==> src/nand_host_pkg.sv <==
// constants, commands and types shared by the flash host controller
package nand_host_pkg;
    // bus clock and pin timing, in their own units
    localparam int CLK_MHZ = 40;
    localparam int T_WP_NS = 12;
    localparam int T_WH_NS = 10;
    localparam int T_WHR_NS = 60;
    localparam int T_WB_NS = 100;
    localparam int T_RR_NS = 20;
    localparam int T_REA_NS = 20;
    localparam int T_REH_NS = 10;
    localparam int SYNC_STAGES = 2;

    // least times round up, never below one cycle
    function automatic int cyc_ceil(input int ns);
        int c;
        c = (ns * CLK_MHZ + 999) / 1000;
        return (c < 1) ? 1 : c;
    endfunction : cyc_ceil

    localparam int WP_CYC = cyc_ceil(T_WP_NS);
    localparam int WH_CYC = cyc_ceil(T_WH_NS);
    localparam int WHR_CYC = cyc_ceil(T_WHR_NS);
    localparam int WB_CYC = cyc_ceil(T_WB_NS);
    localparam int RR_CYC = cyc_ceil(T_RR_NS);
    localparam int REH_CYC = cyc_ceil(T_REH_NS);
    // strobe held low until the synchronised pin value is settled
    localparam int RE_LOW_CYC = cyc_ceil(T_REA_NS) + SYNC_STAGES + 1;

    // geometry
    localparam int COL_W = 13;
    localparam int ROW_W = 17;
    localparam int PAGE_BITS = 6;
    localparam int DISTRICT_BIT = 6;
    localparam int PAGE_BYTES = 4224;
    localparam int MAIN_BYTES = 4096;
    localparam int ADDR_CYCLES = 5;

    // command codes
    localparam logic [7:0] CMD_READ = 8'h00;
    localparam logic [7:0] CMD_READ_GO = 8'h30;
    localparam logic [7:0] CMD_COPY_READ = 8'h35;
    localparam logic [7:0] CMD_COL_OUT = 8'h05;
    localparam logic [7:0] CMD_COL_OUT_GO = 8'he0;
    localparam logic [7:0] CMD_DATA_IN = 8'h80;
    localparam logic [7:0] CMD_COL_IN = 8'h85;
    localparam logic [7:0] CMD_PROG_GO = 8'h10;
    localparam logic [7:0] CMD_MULTI_PROG = 8'h11;
    localparam logic [7:0] CMD_MULTI_PROG2 = 8'h81;
    localparam logic [7:0] CMD_ROW_SEL = 8'h60;
    localparam logic [7:0] CMD_ERASE_GO = 8'hd0;
    localparam logic [7:0] CMD_ID = 8'h90;
    localparam logic [7:0] CMD_STATUS = 8'h70;
    localparam logic [7:0] CMD_MSTATUS = 8'h71;
    localparam logic [7:0] CMD_ECC = 8'h7a;
    localparam logic [7:0] CMD_RESET = 8'hff;

    typedef enum logic [2:0] {OP_READ, OP_COLCHG, OP_MULTI, OP_STATUS, OP_ECC, OP_RESET} op_t;
    typedef enum logic [2:0] {S_IDLE, S_SETUP, S_WE_LOW, S_WE_HIGH, S_BUSY, S_GAP, S_RE_LOW, S_RE_HIGH} state_t;
endpackage : nand_host_pkg

==> src/byte_stream_if.sv <==
// valid/ready byte stream between the sequencer and the read fifo
`timescale 1ns/1ps
interface byte_stream_if #(parameter int W = 8) ();
    logic [W-1:0] data;
    logic valid;
    logic ready;
    modport src(output data, output valid, input ready);
    modport snk(input data, input valid, output ready);
endinterface : byte_stream_if

==> src/byte_fifo.sv <==
// shift-register fifo, head entry is a flop so outputs are registered
`timescale 1ns/1ps
module byte_fifo #(
    parameter int WIDTH = 8,
    parameter int DEPTH = 8
) (
    input wire logic sys_clk,
    input wire logic reset,
    byte_stream_if.snk wr,
    output logic [WIDTH-1:0] out_data,
    output logic out_valid,
    input wire logic out_ready
);
    localparam int CW = $clog2(DEPTH + 1);
    typedef struct packed {
        logic [DEPTH-1:0][WIDTH-1:0] mem;
        logic [CW-1:0] cnt;
        logic full;
        logic valid;
    } fifo_t;
    fifo_t r, r_nxt;

    // pop shifts everything down, push lands behind the last entry
    always_comb begin
        logic pop;
        logic push;
        pop = out_ready & r.valid;
        push = wr.valid & ~r.full;
        r_nxt = r;
        if (pop) begin
            for (int i = 0; i < DEPTH - 1; i++) begin
                r_nxt.mem[i] = r.mem[i + 1];
            end
            r_nxt.cnt = r.cnt - CW'(1);
        end
        if (push) begin
            r_nxt.mem[r_nxt.cnt] = wr.data;
            r_nxt.cnt = r_nxt.cnt + CW'(1);
        end
        r_nxt.valid = (r_nxt.cnt != '0);
        r_nxt.full = (r_nxt.cnt == CW'(DEPTH));
    end

    always_ff @(posedge sys_clk or posedge reset) begin
        if (reset) begin
            r <= '0;
        end else begin
            r <= r_nxt;
        end
    end

    assign wr.ready = ~r.full;
    assign out_data = r.mem[0];
    assign out_valid = r.valid;
endmodule : byte_fifo

==> src/nand_host.sv <==
// host sequencer driving a nand flash over its strobe and bus pins
// Behaviour
// - address is five byte cycles: two column, three row, low byte first
// - column bits 0-7 first cycle, bits 8-12 second, top three lines low
// - row bytes in cycles three to five, bit 16 alone in fifth
// - cycle type decoded from latch enables, chip enable and strobes
// - during busy only reset or status may be issued
// - page read is 00h, five address cycles, then 30h
// - 05h, two column cycles, E0h move the output column
// - multi read: 60h plus row, 60h plus row, then 30h
// - multi read: one block per district, same page-in-block bits
// - ecc status only after single page read, never after multi read (host refuses it only when the last read was a multi read)
`timescale 1ns/1ps
module nand_host #(
    parameter int FIFO_DEPTH = 8
) (
    input wire logic sys_clk,
    input wire logic reset,
    // command port
    input wire logic cmd_valid,
    input wire nand_host_pkg::op_t cmd_op,
    input wire logic [nand_host_pkg::COL_W-1:0] cmd_col,
    input wire logic [nand_host_pkg::ROW_W-1:0] cmd_row,
    input wire logic [nand_host_pkg::ROW_W-1:0] cmd_row2,
    input wire logic [12:0] cmd_count,
    input wire logic write_allow,
    output logic cmd_ready,
    output logic cmd_error,
    output logic cmd_done,
    // read data
    output logic [7:0] rd_data,
    output logic rd_valid,
    input wire logic rd_ready,
    // flash pins
    output logic command_latch_en,
    output logic address_latch_en,
    output logic chip_en_n,
    output logic write_strobe_n,
    output logic read_strobe_n,
    output logic write_protect_n,
    output logic [7:0] io_bus_out,
    output logic io_bus_oe,
    input wire logic [7:0] io_bus_in,
    input wire logic ready_busy_n
);
    typedef struct packed {
        nand_host_pkg::state_t st;
        nand_host_pkg::op_t op;
        logic [3:0] ph;
        logic [7:0] cnt;
        logic [12:0] left;
        logic [nand_host_pkg::COL_W-1:0] col;
        logic [nand_host_pkg::ROW_W-1:0] row;
        logic [nand_host_pkg::ROW_W-1:0] row2;
        logic last_multi;
        logic cle;
        logic ale;
        logic ce_n;
        logic we_n;
        logic re_n;
        logic wp_n;
        logic [7:0] io_out;
        logic io_oe;
        logic push;
        logic [7:0] push_data;
        logic ready;
        logic error;
        logic done;
    } host_t;
    host_t r, r_nxt;

    logic rb_s;
    logic [7:0] io_s;
    logic [9:0] step;

    byte_stream_if #(.W(8)) push_if ();

    // pins from outside the clock domain pass two flops first
    pin_sync #(.W(1)) u_rb_sync (
        .sys_clk(sys_clk),
        .reset(reset),
        .d(ready_busy_n),
        .q(rb_s)
    );

    pin_sync #(.W(8)) u_io_sync (
        .sys_clk(sys_clk),
        .reset(reset),
        .d(io_bus_in),
        .q(io_s)
    );

    byte_fifo #(.WIDTH(8), .DEPTH(FIFO_DEPTH)) u_fifo (
        .sys_clk(sys_clk),
        .reset(reset),
        .wr(push_if.snk),
        .out_data(rd_data),
        .out_valid(rd_valid),
        .out_ready(rd_ready)
    );

    assign push_if.data = r.push_data;
    assign push_if.valid = r.push;

    // byte for bus cycle ph of an operation: {is_addr, is_last, byte}
    function automatic logic [9:0] step_byte(
        input nand_host_pkg::op_t op,
        input logic [3:0] ph,
        input logic [nand_host_pkg::COL_W-1:0] col,
        input logic [nand_host_pkg::ROW_W-1:0] row,
        input logic [nand_host_pkg::ROW_W-1:0] row2
    );
        logic [7:0] c_lo;
        logic [7:0] c_hi;
        logic [7:0] r0;
        logic [7:0] r1;
        logic [7:0] r2;
        logic [7:0] s0;
        logic [7:0] s1;
        logic [7:0] s2;
        c_lo = col[7:0];
        c_hi = {3'b000, col[12:8]};
        r0 = row[7:0];
        r1 = row[15:8];
        r2 = {7'b0000000, row[16]};
        s0 = row2[7:0];
        s1 = row2[15:8];
        s2 = {7'b0000000, row2[16]};
        step_byte = {2'b01, nand_host_pkg::CMD_RESET};
        case (op)
            nand_host_pkg::OP_READ: begin
                // 00h, five address cycles, 30h
                case (ph)
                    4'h0: step_byte = {2'b00, nand_host_pkg::CMD_READ};
                    4'h1: step_byte = {2'b10, c_lo};
                    4'h2: step_byte = {2'b10, c_hi};
                    4'h3: step_byte = {2'b10, r0};
                    4'h4: step_byte = {2'b10, r1};
                    4'h5: step_byte = {2'b10, r2};
                    default: step_byte = {2'b01, nand_host_pkg::CMD_READ_GO};
                endcase
            end
            nand_host_pkg::OP_COLCHG: begin
                // column move without array read
                case (ph)
                    4'h0: step_byte = {2'b00, nand_host_pkg::CMD_COL_OUT};
                    4'h1: step_byte = {2'b10, c_lo};
                    4'h2: step_byte = {2'b10, c_hi};
                    default: step_byte = {2'b01, nand_host_pkg::CMD_COL_OUT_GO};
                endcase
            end
            nand_host_pkg::OP_MULTI: begin
                // row for each district, then one confirm
                case (ph)
                    4'h0: step_byte = {2'b00, nand_host_pkg::CMD_ROW_SEL};
                    4'h1: step_byte = {2'b10, r0};
                    4'h2: step_byte = {2'b10, r1};
                    4'h3: step_byte = {2'b10, r2};
                    4'h4: step_byte = {2'b00, nand_host_pkg::CMD_ROW_SEL};
                    4'h5: step_byte = {2'b10, s0};
                    4'h6: step_byte = {2'b10, s1};
                    4'h7: step_byte = {2'b10, s2};
                    default: step_byte = {2'b01, nand_host_pkg::CMD_READ_GO};
                endcase
            end
            nand_host_pkg::OP_STATUS: step_byte = {2'b01, nand_host_pkg::CMD_STATUS};
            nand_host_pkg::OP_ECC: step_byte = {2'b01, nand_host_pkg::CMD_ECC};
            default: step_byte = {2'b01, nand_host_pkg::CMD_RESET};
        endcase
    endfunction : step_byte

    assign step = step_byte(r.op, r.ph, r.col, r.row, r.row2);

    // sequencer: command/address writes, busy wait, strobed reads
    always_comb begin
        logic legal;
        logic busy_ok;
        r_nxt = r;
        r_nxt.push = 1'b0;
        r_nxt.error = 1'b0;
        r_nxt.done = 1'b0;
        r_nxt.wp_n = write_allow;
        legal = 1'b1;
        busy_ok = 1'b1;
        case (r.st)
            nand_host_pkg::S_IDLE: begin
                r_nxt.ce_n = 1'b1; // standby while idle
                if (cmd_valid && r.ready) begin
                    // ecc status is refused after a multi read
                    if (cmd_op == nand_host_pkg::OP_ECC && r.last_multi) begin
                        legal = 1'b0;
                    end
                    // same page bits, one block in each district
                    if (cmd_op == nand_host_pkg::OP_MULTI &&
                        (cmd_row[nand_host_pkg::PAGE_BITS-1:0] != cmd_row2[nand_host_pkg::PAGE_BITS-1:0] ||
                         cmd_row[nand_host_pkg::DISTRICT_BIT] == cmd_row2[nand_host_pkg::DISTRICT_BIT])) begin
                        legal = 1'b0;
                    end
                    // only reset or status while the device is busy
                    if (!rb_s && cmd_op != nand_host_pkg::OP_RESET && cmd_op != nand_host_pkg::OP_STATUS) begin
                        busy_ok = 1'b0;
                    end
                    if (legal && busy_ok) begin
                        r_nxt.op = cmd_op;
                        r_nxt.col = cmd_col;
                        r_nxt.row = cmd_row;
                        r_nxt.row2 = cmd_row2;
                        r_nxt.left = (cmd_op == nand_host_pkg::OP_STATUS) ? 13'h0001 : cmd_count;
                        r_nxt.ph = 4'h0;
                        r_nxt.ce_n = 1'b0;
                        r_nxt.ready = 1'b0;
                        r_nxt.st = nand_host_pkg::S_SETUP;
                        if (cmd_op == nand_host_pkg::OP_MULTI) begin
                            r_nxt.last_multi = 1'b1;
                        end else if (cmd_op == nand_host_pkg::OP_READ) begin
                            r_nxt.last_multi = 1'b0;
                        end
                    end else begin
                        r_nxt.error = 1'b1;
                    end
                end
            end
            nand_host_pkg::S_SETUP: begin
                // latch enable and byte set up as the write strobe falls
                r_nxt.cle = ~step[9];
                r_nxt.ale = step[9];
                r_nxt.io_out = step[7:0];
                r_nxt.io_oe = 1'b1;
                r_nxt.we_n = 1'b0;
                r_nxt.cnt = 8'(nand_host_pkg::WP_CYC - 1);
                r_nxt.st = nand_host_pkg::S_WE_LOW;
            end
            nand_host_pkg::S_WE_LOW: begin
                if (r.cnt == 8'h00) begin
                    r_nxt.we_n = 1'b1; // byte latches on this rise
                    r_nxt.cnt = 8'(nand_host_pkg::WH_CYC - 1);
                    r_nxt.st = nand_host_pkg::S_WE_HIGH;
                end else begin
                    r_nxt.cnt = r.cnt - 8'h01;
                end
            end
            nand_host_pkg::S_WE_HIGH: begin
                if (r.cnt != 8'h00) begin
                    r_nxt.cnt = r.cnt - 8'h01;
                end else begin
                    r_nxt.cle = 1'b0;
                    r_nxt.ale = 1'b0;
                    r_nxt.io_oe = 1'b0;
                    if (!step[8]) begin
                        r_nxt.ph = r.ph + 4'h1;
                        r_nxt.st = nand_host_pkg::S_SETUP;
                    end else if (r.op == nand_host_pkg::OP_READ || r.op == nand_host_pkg::OP_MULTI ||
                                 r.op == nand_host_pkg::OP_RESET) begin
                        // array work started by the confirm rise
                        r_nxt.cnt = 8'(nand_host_pkg::WB_CYC - 1);
                        r_nxt.st = nand_host_pkg::S_BUSY;
                    end else begin
                        r_nxt.cnt = 8'(nand_host_pkg::WHR_CYC - 1);
                        r_nxt.st = nand_host_pkg::S_GAP;
                    end
                end
            end
            nand_host_pkg::S_BUSY: begin
                // strobes stay high until ready returns
                if (r.cnt != 8'h00) begin
                    r_nxt.cnt = r.cnt - 8'h01;
                end else if (rb_s) begin
                    r_nxt.cnt = 8'(nand_host_pkg::RR_CYC - 1);
                    r_nxt.st = nand_host_pkg::S_GAP;
                end
            end
            nand_host_pkg::S_GAP: begin
                if (r.cnt != 8'h00) begin
                    r_nxt.cnt = r.cnt - 8'h01;
                end else if (r.op == nand_host_pkg::OP_RESET || r.left == 13'h0000) begin
                    r_nxt.ready = 1'b1;
                    r_nxt.done = 1'b1;
                    r_nxt.st = nand_host_pkg::S_IDLE;
                end else begin
                    r_nxt.re_n = 1'b0; // first output byte
                    r_nxt.cnt = 8'(nand_host_pkg::RE_LOW_CYC - 1);
                    r_nxt.st = nand_host_pkg::S_RE_LOW;
                end
            end
            nand_host_pkg::S_RE_LOW: begin
                // a full fifo holds the strobe low, so the device waits
                if (r.cnt != 8'h00) begin
                    r_nxt.cnt = r.cnt - 8'h01;
                end else if (push_if.ready) begin
                    r_nxt.push = 1'b1;
                    r_nxt.push_data = io_s;
                    r_nxt.re_n = 1'b1;
                    r_nxt.left = r.left - 13'h0001; // device column steps too, except on status and ecc reads
                    r_nxt.cnt = 8'(nand_host_pkg::REH_CYC - 1);
                    r_nxt.st = nand_host_pkg::S_RE_HIGH;
                end
            end
            nand_host_pkg::S_RE_HIGH: begin
                if (r.cnt != 8'h00) begin
                    r_nxt.cnt = r.cnt - 8'h01;
                end else if (r.left == 13'h0000) begin
                    r_nxt.ready = 1'b1;
                    r_nxt.done = 1'b1;
                    r_nxt.st = nand_host_pkg::S_IDLE;
                end else begin
                    r_nxt.re_n = 1'b0;
                    r_nxt.cnt = 8'(nand_host_pkg::RE_LOW_CYC - 1);
                    r_nxt.st = nand_host_pkg::S_RE_LOW;
                end
            end
            default: begin
                r_nxt.st = nand_host_pkg::S_IDLE;
            end
        endcase
    end

    // strobes and chip enable rest high out of reset
    always_ff @(posedge sys_clk or posedge reset) begin
        if (reset) begin
            r <= '0;
            r.ce_n <= 1'b1;
            r.we_n <= 1'b1;
            r.re_n <= 1'b1;
            r.ready <= 1'b1;
        end else begin
            r <= r_nxt;
        end
    end

    assign cmd_ready = r.ready;
    assign cmd_error = r.error;
    assign cmd_done = r.done;
    assign command_latch_en = r.cle;
    assign address_latch_en = r.ale;
    assign chip_en_n = r.ce_n;
    assign write_strobe_n = r.we_n;
    assign read_strobe_n = r.re_n;
    assign write_protect_n = r.wp_n;
    assign io_bus_out = r.io_out;
    assign io_bus_oe = r.io_oe;
endmodule : nand_host

==> src/pin_sync.sv <==
// two-stage synchroniser for pin inputs
`timescale 1ns/1ps
module pin_sync #(
    parameter int W = 1
) (
    input wire logic sys_clk,
    input wire logic reset,
    input wire logic [W-1:0] d,
    output logic [W-1:0] q
);
    typedef struct packed {
        logic [W-1:0] s1;
        logic [W-1:0] s2;
    } sync_t;
    sync_t r, r_nxt;

    // first stage feeds only the second
    always_comb begin
        r_nxt = r;
        r_nxt.s1 = d;
        r_nxt.s2 = r.s1;
    end

    always_ff @(posedge sys_clk or posedge reset) begin
        if (reset) begin
            r <= '1; // idle high, so busy pin reads ready out of reset
        end else begin
            r <= r_nxt;
        end
    end

    assign q = r.s2;
endmodule : pin_sync
==> config.mk <==
export PLATFORM = sky130hd
export DESIGN_NAME = nand_host
export DESIGN_NICKNAME = d
export VERILOG_FILES = /design/src/nand_host_pkg.sv /design/src/byte_stream_if.sv /design/src/byte_fifo.sv /design/src/nand_host.sv /design/src/pin_sync.sv
export SDC_FILE = /design/constraint.sdc
export NUM_CORES = 1
export LEC_CHECK = 0
export ABC_AREA = 0
export ABC_CLOCK_PERIOD_IN_PS = 15140
export BUFFER_PORTS_ARGS = -buffer_cell sky130_fd_sc_hd__buf_4
export CORE_AREA = 5 5 171 107
export DETAILED_ROUTE_END_ITERATION = 6
export DIE_AREA = 0 0 176 112
export PLACE_DENSITY = 0.85
export REMOVE_ABC_BUFFERS = 1
export SLEW_MARGIN = 30
export SYNTH_ARGS = -nofsm -noshare
export SYNTH_HDL_FRONTEND = slang
export SYNTH_SLANG_ARGS = --single-unit
==> constraint.sdc <==
create_clock -name sys_clk -period 15.14 [get_ports sys_clk]
set_clock_uncertainty 0.2 [all_clocks]
set_input_delay 3.785 -clock sys_clk [delete_from_list [all_inputs] [get_ports sys_clk]]
set_output_delay 3.785 -clock sys_clk [all_outputs]
set_load 0.05 [all_outputs]
Word level (Yosys, flattened, before mapping)
Index checks and enable logic that the tools add are counted.

operators by class
  muxes and demuxes = 85
  equality and inequality tests = 47
  $lt $le $gt $ge = 2
  reductions and logical operators = 40
  bitwise gates (word level) = 5
  add/subtract/negate cells = 5

operators by type and width
  cell                                           count
  2-to-1 mux 61 bit                              2
  2-to-1 mux 60 bit                              2
  2-to-1 mux 8 bit                               11
  one-hot mux 10 bit (7 select lines)            1
  bitwise mux 64 bit                             1
  one-hot mux 10 bit (6 select lines)            1
  one-hot mux 8 bit (7 select lines)             1
  one-hot mux 10 bit (5 select lines)            1
  2-to-1 mux 3 bit                               11
  2-to-1 mux 1 bit                               31
  one-hot mux 10 bit (3 select lines)            1
  != test 2 bit, second input constant           14
  2-to-1 mux 9 bit                               3
  2-to-1 mux 13 bit                              2
  one-hot mux 13 bit (2 select lines)            1
  demux 8 bit (select 3 bit)                     1
  one-hot mux 3 bit (8 select lines)             1
  == test 3 bit, second input constant           7
  2-to-1 mux 21 bit                              1
  2-to-1 mux 10 bit                              2
  == test 3 x 2 -> 1 bit, second input constant  6
  == test 4 x 3 -> 1 bit, second input constant  4
  != test 3 bit, second input constant           5
  AND reduction 7 bit                            2
  41 further kinds                               72

word-level totals
  register bits = 194
  bits of input ports = 77

Longest topological paths before layout
  depth in word-level cells = 10
  gate-level depth with buffers = 10
  depth with buffers taken out = 9

Hierarchy
From an unflattened synthesis, not the netlist that was laid out.

unflattened totals
  cell total of the unflattened synthesis = 974
  area, all modules = 9883.2 µm²

modules (own cells, without submodules)
  module                 times used  area each (µm²)  sequential area each (µm²)  cells each
  nand_host              1           5683.0           2657.5                      566
  byte_fifo              1           3659.8           1751.7                      380
  pin_sync at u_io_sync  1           484.2            420.4                       25
  pin_sync at u_rb_sync  1           56.3             52.6                        3

Worst setup path after synthesis
Ideal clock, no wire load.

  kind = input port to flip-flop
  from = input port rd_ready
  to = register u_fifo.r[62] (netlist bit)
  stages = 6
  arrival = 5186 ps
  setup time = 125 ps
  buffers on the path = 0
  path slack = 9630 ps
  cells stage by stage = nand3_1 > xor2_2 > nor3_1 > ha_1 > nand2_1 > mux2_2

on the way
  cells in the longest elaborated chain, start to end = 7
  elaborated cells between the ends (all ways) = 8

ends and longest elaborated chain
  what                                                                                                     line             RTL
  start, declared                                                                                          nand_host.sv:33  input wire logic rd_ready,
  AND 1 bit (*)                                                                                            byte_fifo.sv:27  pop = out_ready & r.valid;
  2-to-1 mux 60 bit (*)                                                                                    byte_fifo.sv:30  if (pop) begin
  >= comparator 4 x 1 -> 1 bit (implied by the code) / less-than comparator 4 bit (equally long branches)  byte_fifo.sv:37  r_nxt.mem[r_nxt.cnt] = wr.data;
  logical AND 1 bit (implied by the code)                                                                  byte_fifo.sv:37
  2-to-1 mux 8 bit (implied by the code)                                                                   byte_fifo.sv:37
  demux 8 bit (select 3 bit) (*)                                                                           n/a
  bitwise mux 64 bit (*)                                                                                   byte_fifo.sv:37
  end signal, assigned                                                                                     byte_fifo.sv:48  r <= r_nxt;
  end, declared                                                                                            byte_fifo.sv:21  fifo_t r, r_nxt;

Mark *: on every way between the ends. The rest lies on a longest branch, timed or not.
A chain may end at the register's enable or synchronous reset.

==> results.json <==
{
  "slowest_delay_ps": 710,
  "nets": 1153,
  "crit_chain": "buf_4, and2_1, xnor2_4, inv_2, nor3_1, nand3_1, nor2_1, a21oi_1",
  "portBuffers": 103,
  "grtUsageMet2_pct": 33.11,
  "clockBufferDepth": 2,
  "postCtsHoldBufs": 0,
  "setup_viol": 0,
  "worstHoldStart": "u_rb_sync.r[1]",
  "fin_cells": 1293,
  "maxCapViolCount": 0,
  "final_cell_mix": "225 x nand2_1, 172 x dfrtp_1, 107 x buf_4",
  "tightestPinTransition_ps": 877.6,
  "dpl.hpwl_um": 15280,
  "maxSlewViolCount": 0,
  "drc": 0,
  "grt_max_degree": 118,
  "grt_pass1_wl_um": 38480,
  "overflow": 0,
  "path_clk_slew_ps": 70,
  "cts_htree_levels": 4,
  "start_util_pct": 58.32,
  "critPathMaxFanout": 16,
  "synth_top_area_share_pct": 44.28,
  "critPathSlowestCell": "and2_1",
  "peakVddDrop_v": 0.00009450,
  "drt_pass1_iterations": 6,
  "fin_crit_ps": 5975,
  "cp.required_ps": 15220,
  "total_power_mw": 1.854,
  "routedWlPerCell_um": 17.77,
  "clk_latency_ps": 440,
  "dp_cells": 1261,
  "antenna_found_initial": 0,
  "dieArea_um2": 19710,
  "ys_warn_count": 0,
  "die_w_um": 176,
  "num_rows": 37,
  "layout_commonest_cell": "nand2_1",
  "cts_resized": 0,
  "cp-start-kind": "input pin",
  "synthArstFlopShare_pct": 100.0,
  "path_class": "in -> reg",
  "drt_iter0_drc": 896,
  "holdCritPathClass": "reg -> reg",
  "leakage_nw": 5.166,
  "grt.total_usage_pct": 24.10,
  "ys_types": 70,
  "yosysTopAreaCell": "dfrtp_1",
  "numClockSinks": 194,
  "cp-end-kind": "register",
  "grt_util_met1_pct": 37.54,
  "r2r_start": "r[97]",
  "seq_area_frac_synth_pct": 50.23,
  "rsz0062_at_grt": "false",
  "yosys_register_bits": 194,
  "post-cts-setup-buffer-count": 0,
  "status": "finished, final reports clean",
  "root_buffer": "clkbuf_16",
  "drive_gt1_share_pct": 20.11,
  "maxSlewHeadroom_pct": 41.50,
  "wirelength_um": 22980,
  "routed_via_density": 5.872,
  "diodes": 0,
  "p_per_area_nw_per_um2": 168.8,
  "cp.arrival_ps": 6060,
  "coreArea_um2": 16670,
  "utilization_pct": 65.91,
  "hold_viol": 0,
  "busiest_layer": "met1",
  "avgSynthCellArea_um2": 9.547,
  "synth_cells": 1018,
  "synth_flop_cell": "dfrtp_1",
  "fin_setup_tns_ps": 0,
  "vias": 7593,
  "max_freq_ghz": 0.1674,
  "grt_pass1_vias": 7479,
  "synth-edff-count": 0,
  "synth_area_leaders": "dfrtp_1 44%, nand2_1 8.7%, mux2i_1 6.1%",
  "synthesis.area_um2": 9719,
  "cts_tree": "built",
  "startpoint": "rd_ready",
  "area_delta_synth_final_pct": 13.02,
  "cts_buffers": 17,
  "use_met3_pct": 6.244,
  "gp_congestion": 0.9277,
  "io_pins": 104,
  "post-route-period-util_pct": 39.46,
  "die_h_um": 112,
  "ant_nets": 0
}
## flip-flops by register name (all words and copies together) (netlist names), 8 cells and up
signal	cells
push_if.data	8
u_fifo.out_data	8
io_bus_out	8
u_io_sync.r	8
u_io_sync.q	8
r	79
u_fifo.r	61
## final timing paths
kind / endpoint / cells past startpoint / slack, ps
max: u_fifo.r[27] / 8 / 9170
min: u_rb_sync.q / 0 / 160
max reg2reg: r[93] / 8 / 11900
min reg2reg: u_rb_sync.q / 0 / 160
max in group asynchronous: u_fifo.r[3] / 3 / 10220
min in group asynchronous: u_fifo.r[20] / 2 / 3300
## report_power, final
part,internal (mW),switching [mW],leakage [nW]
registers,0.634,0.139,2.49
logic,0.236,0.399,2.40
clock network,0.239,0.207,0.277
## worst max-delay path, delay by kind of cell
kind	cells	cell delay (ps)
and+or+nand+nor	4	1800
xor gates and xnor gates	1	210
AOI/OAI and AO/OA	1	70
buffers and inverters	2	180
## cell usage after synthesis (all sizes together) (4+ instances only)
library cell  number
dfrtp            172
xnor2              8
and2               4
inv               19
xor2               7
mux2i             59
nand2            226
a22oi             17
nand2b             4
o21a               6
nor2b              7
ha                10
a32oi             10
a221oi             7
dfstp             22
buf               61
mux2              22
nand3             16
a31oi             10
nor3              29
clkbuf            19
a21oi             54
o211ai             4
nor4               7
o21ai             92
nor2              75
## per-stage QoR
| stage | setup slack (ps) | instance area [um^2] | hold slack, ps |
|---|---|---|---|
| 2_1_floorplan | 5908 | 9256 | 145.2 |
| 3_5_place_dp | 8290 | 10380 | 147.2 |
| 6_report | 9165 | 10980 | 156.1 |
| 4_1_cts | 8721 | 10960 | 157.1 |
| 3_3_place_gp | 8256 | 10350 | 146.1 |
| 5_1_grt | 9014 | 10980 | 159.5 |
## cell families after synthesis
family	Yosys count	synth area share, %
simple gates	392	18.49
compound gates	227	14.25
flops	194	50.23
buf+inv	99	5.497
mux	81	8.625
xor+xnor	15	1.622
fa+ha+maj	10	1.287
## metal layers
| metal | share of wire (%) | routed length [um] | vias to the layer above |
|---|---|---|---|
| met1 | 49 | 11170 | 3613 |
| li1 | - | - | 3613 |
| met5 | 0 | 0 | - |
| met4 | 1.4 | 331 | 0 |
| met3 | 8.1 | 1870 | 40 |
| met2 | 42 | 9607 | 327 |
## cell type report
class / instances / area (um^2)
clock buffer: 20 / 456.7
clock inverter: 12 / 123.9
fill: 1321 / 5682
inverter: 19 / 78.83
multi-input combinational: 725 / 4333
sequential: 194 / 4882
tap: 214 / 267.8
timing repair buffer: 109 / 842.1
Note: power is estimated with default switching activity, not from simulation.
